[src/verilog/asrb_pkg.sv]
// Shared constants and state types for the serial receiver and its far end
package asrb_pkg;
  // Character and buffer shape
  localparam int CHAR_W = 9;
  localparam int RX_BUF_DEPTH = 2;
  localparam int TX_FIFO_DEPTH = 16;
  localparam logic [1:0] RX_BUF_FULL = 2'h2;
  // Oversampling positions within one bit (16 ticks per bit)
  localparam logic [3:0] OS_START_MID = 4'h8;
  localparam logic [3:0] OS_BIT_END = 4'hF;
  // Index of the last data bit for 9-bit and 8-bit characters
  localparam logic [3:0] LAST_BIT_NINE = 4'h8;
  localparam logic [3:0] LAST_BIT_EIGHT = 4'h7;
  // Divisor multipliers: x64 uses a 4-cycle prescale, x4 a step of 4
  localparam logic [1:0] PRESCALE_X64_LAST = 2'h3;
  localparam logic [16:0] STEP_X16 = 17'h00001;
  localparam logic [16:0] STEP_X4 = 17'h00004;
  // Reset values
  localparam logic [7:0] DIVISOR_RESET = 8'h00;
  localparam logic LINE_IDLE = 1'b1;
  localparam logic [2:0] SAMPLES_IDLE = 3'h7;
  typedef enum logic [1:0] {RX_IDLE, RX_START, RX_DATA,
    RX_STOP} asrb_rx_state_t;
  typedef enum logic [1:0] {TX_IDLE, TX_START, TX_DATA,
    TX_STOP} asrb_tx_state_t;
endpackage

[src/verilog/asrb_if.sv]
// Serial line between the remote transmitter and the receiver
`timescale 1ns/1ns
interface asrb_if;
  logic serial_line;
  modport rx_end (input serial_line);
  modport tx_end (output serial_line);
endinterface

[src/verilog/asrb_rx.sv]
// Asynchronous receiver with baud rate generator and two-character buffer
//
// Behaviour
// - Pending flag on buffer load; interrupt needs enable
// - Status shows errors and top ninth bit
// - Data read returns low eight bits, pops
// - Clearing continuous receive clears overrun
// - Third character while two unread sets overrun
// - Address mode keeps only ninth-bit-one characters
// - Address mode characters report ninth bit one
// - Address mode off accepts every character
// - Software keeps async mode, enables port last
// - Software sets width, address mode, then receive
// - Free-running timer, 8 or 16 bits wide
// - Multiplier from high-speed and wide selects
// - Divisor write clears the baud timer
// - Async 8-bit normal speed: divide 64(n+1)
// - Async x16 modes: divide 16(n+1)
// - Synchronous mode: divide 4(n+1)
// - Receive idle flag provided for clock changes
// - Sixteen-times oversampling with majority vote
// - Recheck start at half bit, abort silently
// - Zero stop bit flags framing error per character
// - Two-character buffer; overrun blocks further characters
`timescale 1ns/1ns
module asrb_rx
  import asrb_pkg::*;
(
  input wire logic clk_sys,
  input wire logic rst,
  input wire logic ce,
  asrb_if.rx_end link,
  input wire logic port_enable,
  input wire logic sync_mode_select,
  input wire logic high_speed_select,
  input wire logic wide_divisor_select,
  input wire logic nine_bit_receive_enable,
  input wire logic continuous_receive_enable,
  input wire logic address_detect_enable,
  input wire logic receive_interrupt_enable,
  input wire logic [7:0] divisor_wr_data,
  input wire logic divisor_low_wr,
  input wire logic divisor_high_wr,
  input wire logic data_read,
  output logic [7:0] receive_data_register,
  output logic ninth_data_bit,
  output logic framing_error_flag,
  output logic overrun_error_flag,
  output logic receive_pending_flag,
  output logic receive_irq,
  output logic receive_idle_flag
);
  logic [7:0] baud_divisor_low_q, baud_divisor_high_q, data_q;
  logic [1:0] pre_q, cnt_q, cnt_after;
  logic [16:0] acc_q, limit, step, sum;
  logic mode_x64, advance, tick, div_wr, maj, rx_on, char_done;
  logic line_m_q, line_s_q, line_prev_q;
  logic [2:0] samp_q, samp_n;
  asrb_rx_state_t state_q;
  logic [3:0] os_q, bit_q, last_bit;
  logic [8:0] rsr_q, char_word;
  logic [9:0] top, buf_q [RX_BUF_DEPTH];
  logic rd_q, pop, accept, push, ovr_q, ovr_set, wr_idx;
  logic ninth_q, framing_error_flag_q, pend_q, irq_q, idle_q;

  // Divisor register pair
  assign div_wr = divisor_low_wr | divisor_high_wr;
  always_ff @(posedge clk_sys or posedge rst) begin
    if (rst) begin
      baud_divisor_low_q <= DIVISOR_RESET;
      baud_divisor_high_q <= DIVISOR_RESET;
    end else if (ce) begin
      if (divisor_low_wr) begin
        baud_divisor_low_q <= divisor_wr_data;
      end
      if (divisor_high_wr) begin
        baud_divisor_high_q <= divisor_wr_data;
      end
    end
  end

  // Multiplier select: x64, x16 or x4 per bit of oversampling
  always_comb begin
    mode_x64 = ~sync_mode_select & ~wide_divisor_select & ~high_speed_select;
    if (sync_mode_select) begin
      step = STEP_X4;
    end else if (wide_divisor_select & high_speed_select) begin
      step = STEP_X4;
    end else begin
      step = STEP_X16;
    end
    if (wide_divisor_select) begin
      limit = {1'b0, baud_divisor_high_q, baud_divisor_low_q};
    end else begin
      limit = {9'h000, baud_divisor_low_q};
    end
  end
  assign advance = ~mode_x64 | (pre_q == PRESCALE_X64_LAST);
  assign sum = acc_q + step;
  assign tick = advance & (sum > limit);

  // Free-running baud timer, cleared by any divisor write
  always_ff @(posedge clk_sys or posedge rst) begin
    if (rst) begin
      pre_q <= 2'h0;
      acc_q <= 17'h00000;
    end else if (ce) begin
      if (div_wr) begin
        pre_q <= 2'h0;
        acc_q <= 17'h00000;
      end else begin
        pre_q <= pre_q + 2'h1;
        if (tick) begin
          acc_q <= sum - limit - 17'h00001;
        end else if (advance) begin
          acc_q <= sum;
        end
      end
    end
  end

  // Line synchroniser and edge history
  always_ff @(posedge clk_sys or posedge rst) begin
    if (rst) begin
      line_m_q <= LINE_IDLE;
      line_s_q <= LINE_IDLE;
      line_prev_q <= LINE_IDLE;
      samp_q <= SAMPLES_IDLE;
    end else if (ce) begin
      line_m_q <= link.serial_line;
      line_s_q <= line_m_q;
      line_prev_q <= line_s_q;
      if (tick) begin
        samp_q <= samp_n;
      end
    end
  end
  assign samp_n = {samp_q[1:0], line_s_q};
  assign maj = (samp_n[0] & samp_n[1]) | (samp_n[0] & samp_n[2]) |
               (samp_n[1] & samp_n[2]);

  assign rx_on = port_enable & continuous_receive_enable & ~sync_mode_select;
  assign last_bit = nine_bit_receive_enable ? LAST_BIT_NINE : LAST_BIT_EIGHT;
  assign char_done = rx_on & (state_q == RX_STOP) & tick &
                     (os_q == OS_BIT_END);
  assign char_word = nine_bit_receive_enable ? rsr_q : {1'b0, rsr_q[8:1]};

  // Character recovery state machine
  always_ff @(posedge clk_sys or posedge rst) begin
    if (rst) begin
      state_q <= RX_IDLE;
      os_q <= 4'h0;
      bit_q <= 4'h0;
      rsr_q <= 9'h000;
    end else if (ce) begin
      if (!rx_on) begin
        state_q <= RX_IDLE;
      end else begin
        unique case (state_q)
          RX_IDLE: begin
            if (line_prev_q & ~line_s_q) begin
              state_q <= RX_START;
              os_q <= 4'h0;
            end
          end
          RX_START: begin
            if (tick) begin
              os_q <= os_q + 4'h1;
              if (os_q == OS_START_MID) begin
                if (maj) begin
                  state_q <= RX_IDLE;
                end else begin
                  state_q <= RX_DATA;
                  os_q <= 4'h0;
                  bit_q <= 4'h0;
                end
              end
            end
          end
          RX_DATA: begin
            if (tick) begin
              os_q <= os_q + 4'h1;
              if (os_q == OS_BIT_END) begin
                rsr_q <= {maj, rsr_q[8:1]};
                bit_q <= bit_q + 4'h1;
                if (bit_q == last_bit) begin
                  state_q <= RX_STOP;
                end
              end
            end
          end
          RX_STOP: begin
            if (tick) begin
              os_q <= os_q + 4'h1;
              if (os_q == OS_BIT_END) begin
                state_q <= RX_IDLE;
              end
            end
          end
        endcase
      end
    end
  end

  // Buffer admission, pop and overrun
  assign pop = data_read & (cnt_q != 2'h0);
  assign cnt_after = cnt_q - {1'b0, pop};
  assign accept = char_done & ~ovr_q &
                  ~(address_detect_enable & ~char_word[8]);
  assign push = accept & (cnt_after != RX_BUF_FULL);
  assign ovr_set = accept & (cnt_after == RX_BUF_FULL);
  assign wr_idx = (rd_q ^ pop) ^ cnt_after[0];
  assign top = buf_q[rd_q];

  // Two-character buffer with per-character framing error
  always_ff @(posedge clk_sys or posedge rst) begin
    if (rst) begin
      rd_q <= 1'b0;
      cnt_q <= 2'h0;
      ovr_q <= 1'b0;
      buf_q[0] <= 10'h000;
      buf_q[1] <= 10'h000;
    end else if (ce) begin
      if (!port_enable) begin
        rd_q <= 1'b0;
        cnt_q <= 2'h0;
        ovr_q <= 1'b0;
        buf_q[0] <= 10'h000;
        buf_q[1] <= 10'h000;
      end else begin
        rd_q <= rd_q ^ pop;
        cnt_q <= cnt_after + {1'b0, push};
        if (push) begin
          buf_q[wr_idx] <= {~maj, char_word};
        end
        if (!continuous_receive_enable) begin
          ovr_q <= 1'b0;
        end else if (ovr_set) begin
          ovr_q <= 1'b1;
        end
      end
    end
  end

  // Status and data outputs from the top character
  always_ff @(posedge clk_sys or posedge rst) begin
    if (rst) begin
      data_q <= 8'h00;
      ninth_q <= 1'b0;
      framing_error_flag_q <= 1'b0;
      pend_q <= 1'b0;
      irq_q <= 1'b0;
      idle_q <= 1'b1;
    end else if (ce) begin
      data_q <= top[7:0];
      ninth_q <= top[8] & (cnt_q != 2'h0);
      framing_error_flag_q <= top[9] & (cnt_q != 2'h0);
      pend_q <= (cnt_q != 2'h0);
      irq_q <= (cnt_q != 2'h0) & receive_interrupt_enable;
      idle_q <= (state_q == RX_IDLE);
    end
  end
  assign receive_data_register = data_q;
  assign ninth_data_bit = ninth_q;
  assign framing_error_flag = framing_error_flag_q;
  assign overrun_error_flag = ovr_q;
  assign receive_pending_flag = pend_q;
  assign receive_irq = irq_q;
  assign receive_idle_flag = idle_q;
endmodule

[src/flat_wrapper.sv]
// flat-port wrapper written by rule: the top's interface ports become plain ports
module asrb_rx_flat import asrb_pkg::*;
  (clk_sys, rst, ce, port_enable, sync_mode_select, high_speed_select, wide_divisor_select, nine_bit_receive_enable, continuous_receive_enable, address_detect_enable, receive_interrupt_enable, divisor_wr_data, divisor_low_wr, divisor_high_wr, data_read, receive_data_register, ninth_data_bit, framing_error_flag, overrun_error_flag, receive_pending_flag, receive_irq, receive_idle_flag, link_serial_line);
  asrb_if link_i ();
  input wire logic clk_sys;
  input wire logic rst;
  input wire logic ce;
  input wire logic port_enable;
  input wire logic sync_mode_select;
  input wire logic high_speed_select;
  input wire logic wide_divisor_select;
  input wire logic nine_bit_receive_enable;
  input wire logic continuous_receive_enable;
  input wire logic address_detect_enable;
  input wire logic receive_interrupt_enable;
  input wire logic [7:0] divisor_wr_data;
  input wire logic divisor_low_wr;
  input wire logic divisor_high_wr;
  input wire logic data_read;
  output logic [7:0] receive_data_register;
  output logic ninth_data_bit;
  output logic framing_error_flag;
  output logic overrun_error_flag;
  output logic receive_pending_flag;
  output logic receive_irq;
  output logic receive_idle_flag;
  input wire logic [$bits(link_i.serial_line)-1:0] link_serial_line;
  assign link_i.serial_line = link_serial_line;
  asrb_rx u_core (.clk_sys(clk_sys), .rst(rst), .ce(ce), .link(link_i), .port_enable(port_enable), .sync_mode_select(sync_mode_select), .high_speed_select(high_speed_select), .wide_divisor_select(wide_divisor_select), .nine_bit_receive_enable(nine_bit_receive_enable), .continuous_receive_enable(continuous_receive_enable), .address_detect_enable(address_detect_enable), .receive_interrupt_enable(receive_interrupt_enable), .divisor_wr_data(divisor_wr_data), .divisor_low_wr(divisor_low_wr), .divisor_high_wr(divisor_high_wr), .data_read(data_read), .receive_data_register(receive_data_register), .ninth_data_bit(ninth_data_bit), .framing_error_flag(framing_error_flag), .overrun_error_flag(overrun_error_flag), .receive_pending_flag(receive_pending_flag), .receive_irq(receive_irq), .receive_idle_flag(receive_idle_flag));
endmodule
[config.mk]
export PLATFORM = sky130hd
export DESIGN_NAME = asrb_rx_flat
export DESIGN_NICKNAME = d
export VERILOG_FILES = /design/src/verilog/asrb_pkg.sv /design/src/verilog/asrb_if.sv /design/src/verilog/asrb_rx.sv /design/src/flat_wrapper.sv
export SDC_FILE = /design/constraint.sdc
export NUM_CORES = 1
export LEC_CHECK = 0
export ABC_AREA = 1
export BUFFER_PORTS_ARGS = -buffer_cell sky130_fd_sc_hd__buf_4
export CAP_MARGIN = 0
export CORE_AREA = 2 2 146 148
export DETAILED_ROUTE_END_ITERATION = 10
export DIE_AREA = 0 0 148 150
export PLACE_DENSITY_LB_ADDON = 0.25
export SYNTH_ARGS = -nofsm -noshare
export SYNTH_HDL_FRONTEND = slang
export SYNTH_SLANG_ARGS = --single-unit
[constraint.sdc]
create_clock -name clk_sys -period 7.68 [get_ports clk_sys]
set_input_delay 0 -clock clk_sys [delete_from_list [all_inputs] [get_ports clk_sys]]
set_output_delay 0 -clock clk_sys [all_outputs]
set_load 0.02 [all_outputs]
==> impl_metrics.ini <==
[run_status]
outcome = complete, no violations

[place]
dpl_cell_area_um2 = 6501
detailedPlacementHpwl_um = 11200
portBuffers = 36
gp_routability_congestion = 0.8897

[clocking]
htree_levels = 3
cts_buffers = 9
cts_resized = 0
cts-root-buf = clkbuf_16
clock-sinks = 96
insertion_delay_ns = 0.35
cts_post_setup_buffers_inserted = 0
ctsLongestPathBuffers = 2
cts.reportedPaths.clkPinSlew_ns = 0.07
cts_tree = built

[grt]
grt_start_max_net_pins = 64
grt_util_overall_pct = 14.44
grt_antenna_before_repair = 0
global_route_wire_length_before_repair_um = 25330
first_global_vias = 4898
grt-ovfl-total = 0

[yosys]
part_of_the_yosys_area_used_for_sequential_elements_pct = 39.69
synth_flop_cell = dfrtp_1
synth.distinct_cells = 53
yosys_register_bits = 96
synth_enable_flop_cells = 0
synthesis.nets = 842
postSynthCellCount = 793
postSynth.asyncResetShare_pct = 100.0
synth_area_per_cell_um2 = 7.656
mappedNetlistArea_um2 = 6071
yosys_synthesis_warning_count = 0

[pwr]
power_density_nw_per_um2 = 292.7
share_clk_of_total_power_pct = 21.3
power_frac_comb_pct = 45.5
cell_internal_power_uw = 1144
power.static_leakage_uw = 0.003405
switching_share_pct = 43.57
switchingPower_uw = 882.8
post-layout-total-power_uw = 2026
peakVddDrop_v = 0.0001166
power.share.sequential_pct = 33.2

[route]
route.antenna.remaining_nets = 0
firstDrtPassIters = 5
drc = 0
routed_via_density = 4.554
post_drt_wl_per_cell_um = 13.53
detail_route.wirelength_um = 15040
initialDrtViolationCount = 301
dr_total_vias = 5064

[timing]
rsz0062_at_grt = false
tns_ns = 0
finalHoldViolations = 0
period_share_pct = 55.62
setup_viol_count_final = 0
slew_headroom_pct = 45.20
timing.clock.skew_ns = 0.01061
worst_hold_slack_ns = 0.008574
worst_pin_slew_ns = 0.8221
final_period_minus_worst_setup_slack_ns = 4.271
fmax_mhz = 234.1
timing.final.max_slew_violations = 0

[layout]
final_layout_size_suffix_gt1_share_pct = 11.83
fillCellCount = 2253
stdcell_area_um2 = 6924
final-seq-area_um2 = 2410
area.growth.synth_to_final_pct = 14.06
antennaDiodeCount = 0
total_area_of_multi_input_combinational_cells_um2 = 3069
finish.net_count = 881

[setup_path]
largest_stage_delay_on_the_critical_path_ns = 0.44
critical_path.startpoint = u_core.acc_q[2]
critical_path.endpoint_type = register
crit_required_ns = 7.92
timing.critical_path.cells = ha_1 -> nand2_1 -> a21oi_4 -> nand3_1 -> nor4_2 -> nand2_1 -> xor2_1 -> inv_1 -> ha_1 -> nand2_1 -> inv_1 -> nand3_1 -> nor3_1 -> a21oi_2 -> nand2_2 -> inv_2 -> nand2_1 -> a21oi_1 -> nand2_1 -> nand2_1 -> nand2_1
worstSetupPathType = reg -> reg
worst_path_max_delay_cell = inv_2
worstSetupStartpointType = register
worst_ep_arrival_time_ns = 4.51
r2r-start = u_core.acc_q[2]
reg2reg_slack_ns = 3.41
crit_path_frequent_cell = nand2_1
timing.reg2reg.worst_path_depth = 21
worstPathMaxFanout = 21

[worst_hold_path]
worstHoldPathType = in -> reg
min_delay_path_depth = 4
holdCritStartpoint = divisor_low_wr

[flow_run]
maxCapViolations = 0

[die]
chipHeight_um = 150
core_region_area_um2 = 20690
top_level_ports = 37
rows = 53
floorplan.die.width_um = 148
overall_die_area_um2 = 22200
starting_density_of_the_core_pct = 29.34
logic make-up after synthesis:
logic type               Yosys count  share of synthesized area [%]
AND/OR/NAND/NOR                  360                          26.50
multiplexers                       2                         0.3298
AO/OA/AOI/OAI                    153                          14.08
adder cells (fa/ha/maj)           26                          5.482
XOR/XNOR                          28                          4.163
buffers and inverters            128                          9.749
flip-flops                        96                          39.69
synth_stat cells (7+ instances only):
master    count  area (um^2)
a21oi_1      32        160.2
clkbuf_1      8        30.03
dfrtp_1      90         2252
ha_1         25        312.8
inv_1        91        341.6
inv_2        11        41.29
nand2_1     207        777.0
nand3_1      25        125.1
nand4_1      23        143.9
nor2_1       74        277.8
nor3_1        7        35.03
o21ai_0      53        265.3
o21ai_1      42        210.2
xnor2_1       8        70.07
xor2_1       19        166.4
area by class of cell:
class | count | area share, %
clock buffer | 11 | 3.506
clock inverter | 5 | 0.5782
inverter | 104 | 5.674
multi-input combinational | 569 | 44.33
sequential | 96 | 34.80
tap | 275 | 4.969
timing repair buffer | 52 | 6.144
layer usage:
metal	vias to the layer above	global-route usage, %	wire (um)
met1	2297	21.27	7868
li1	2661	-	-
met5	-	0	0
met4	0	4.619	189
met3	9	2.195	550
met2	97	21.62	6435
metrics by stage:
step	cells	util (%)	setup WS, ns
2_1_floorplan	793	-	4.300
3_3_place_gp	1082	31.42	3.484
3_5_place_dp	1082	31.42	3.395
4_1_cts	1112	33.47	3.436
5_1_grt	1112	33.47	3.024
6_report	1112	33.47	3.409
state kept, by name (all words and copies together), names as in the netlist, 2 cells and up:
register / count
u_core.buf_q: 20
u_core.receive_data_register: 8
u_core.baud_divisor_low_q: 8
u_core.cnt_q: 2
u_core.os_q: 4
u_core.rsr_q: 9
u_core.state_q: 2
u_core.pre_q: 2
u_core.baud_divisor_high_q: 8
u_core.acc_q: 17
u_core.samp_q: 2
u_core.bit_q: 4
worst max-delay path, delay by kind of cell (launching register included):
family / cells / cell delay [ns]
xor+xnor: 1 / 0.26
buf+inv: 3 / 0.59
simple gates: 12 / 1.64
fa+ha+maj: 2 / 0.69
flops: 1 / 0.39
compound gates: 3 / 0.60
placed cells by master (no fill, tap or decap), drive strengths merged:
cell	n
a21oi	35
clkinvlp	3
a211oi	1
dlygate4sd3	14
o211ai	6
dfstp	6
o31ai	2
nand3	27
nor3	11
a21o	1
and2	1
mux2i	2
dfrtp	90
nor2	77
nor2b	1
ha	25
o32ai	1
fa	1
o21ai	97
xor2	19
a31oi	3
inv	104
o21a	4
or2	2
clkbuf	11
nand3b	1
nand2	213
nor4	2
buf	38
xnor2	9
a22o	1
nand4	25
clkinv	2
o21bai	2
timing repair:
item | in CTS | in global routing
setup endpoints to repair | 0 | 0
hold buffers | 14 | 0
endpoints found under the hold margin | 53 | 0
power by group through the flow:
stage | clock network [uW] | registers, uW | logic (uW)
2_1_floorplan | 0 | 681 | 709
3_3_place_gp | 0 | 681 | 903
5_1_grt | 463 | 686 | 1050
4_1_cts | 444 | 673 | 917
6_report | 432 | 673 | 921
3_5_place_dp | 0 | 678 | 906
path summary, 6_finish.rpt:
| check | to |
|---|---|
| worst max-delay path | u_core.state_q[1] |
| max in group asynchronous | u_core.os_q[3] |
| min in group asynchronous | u_core.receive_data_register[6] |
| worst min-delay path | u_core.pre_q[1] |
| worst max register to register | u_core.state_q[1] |
| worst min register to register | u_core.buf_q[10] |
Note: power is estimated with default switching activity, not from simulation.
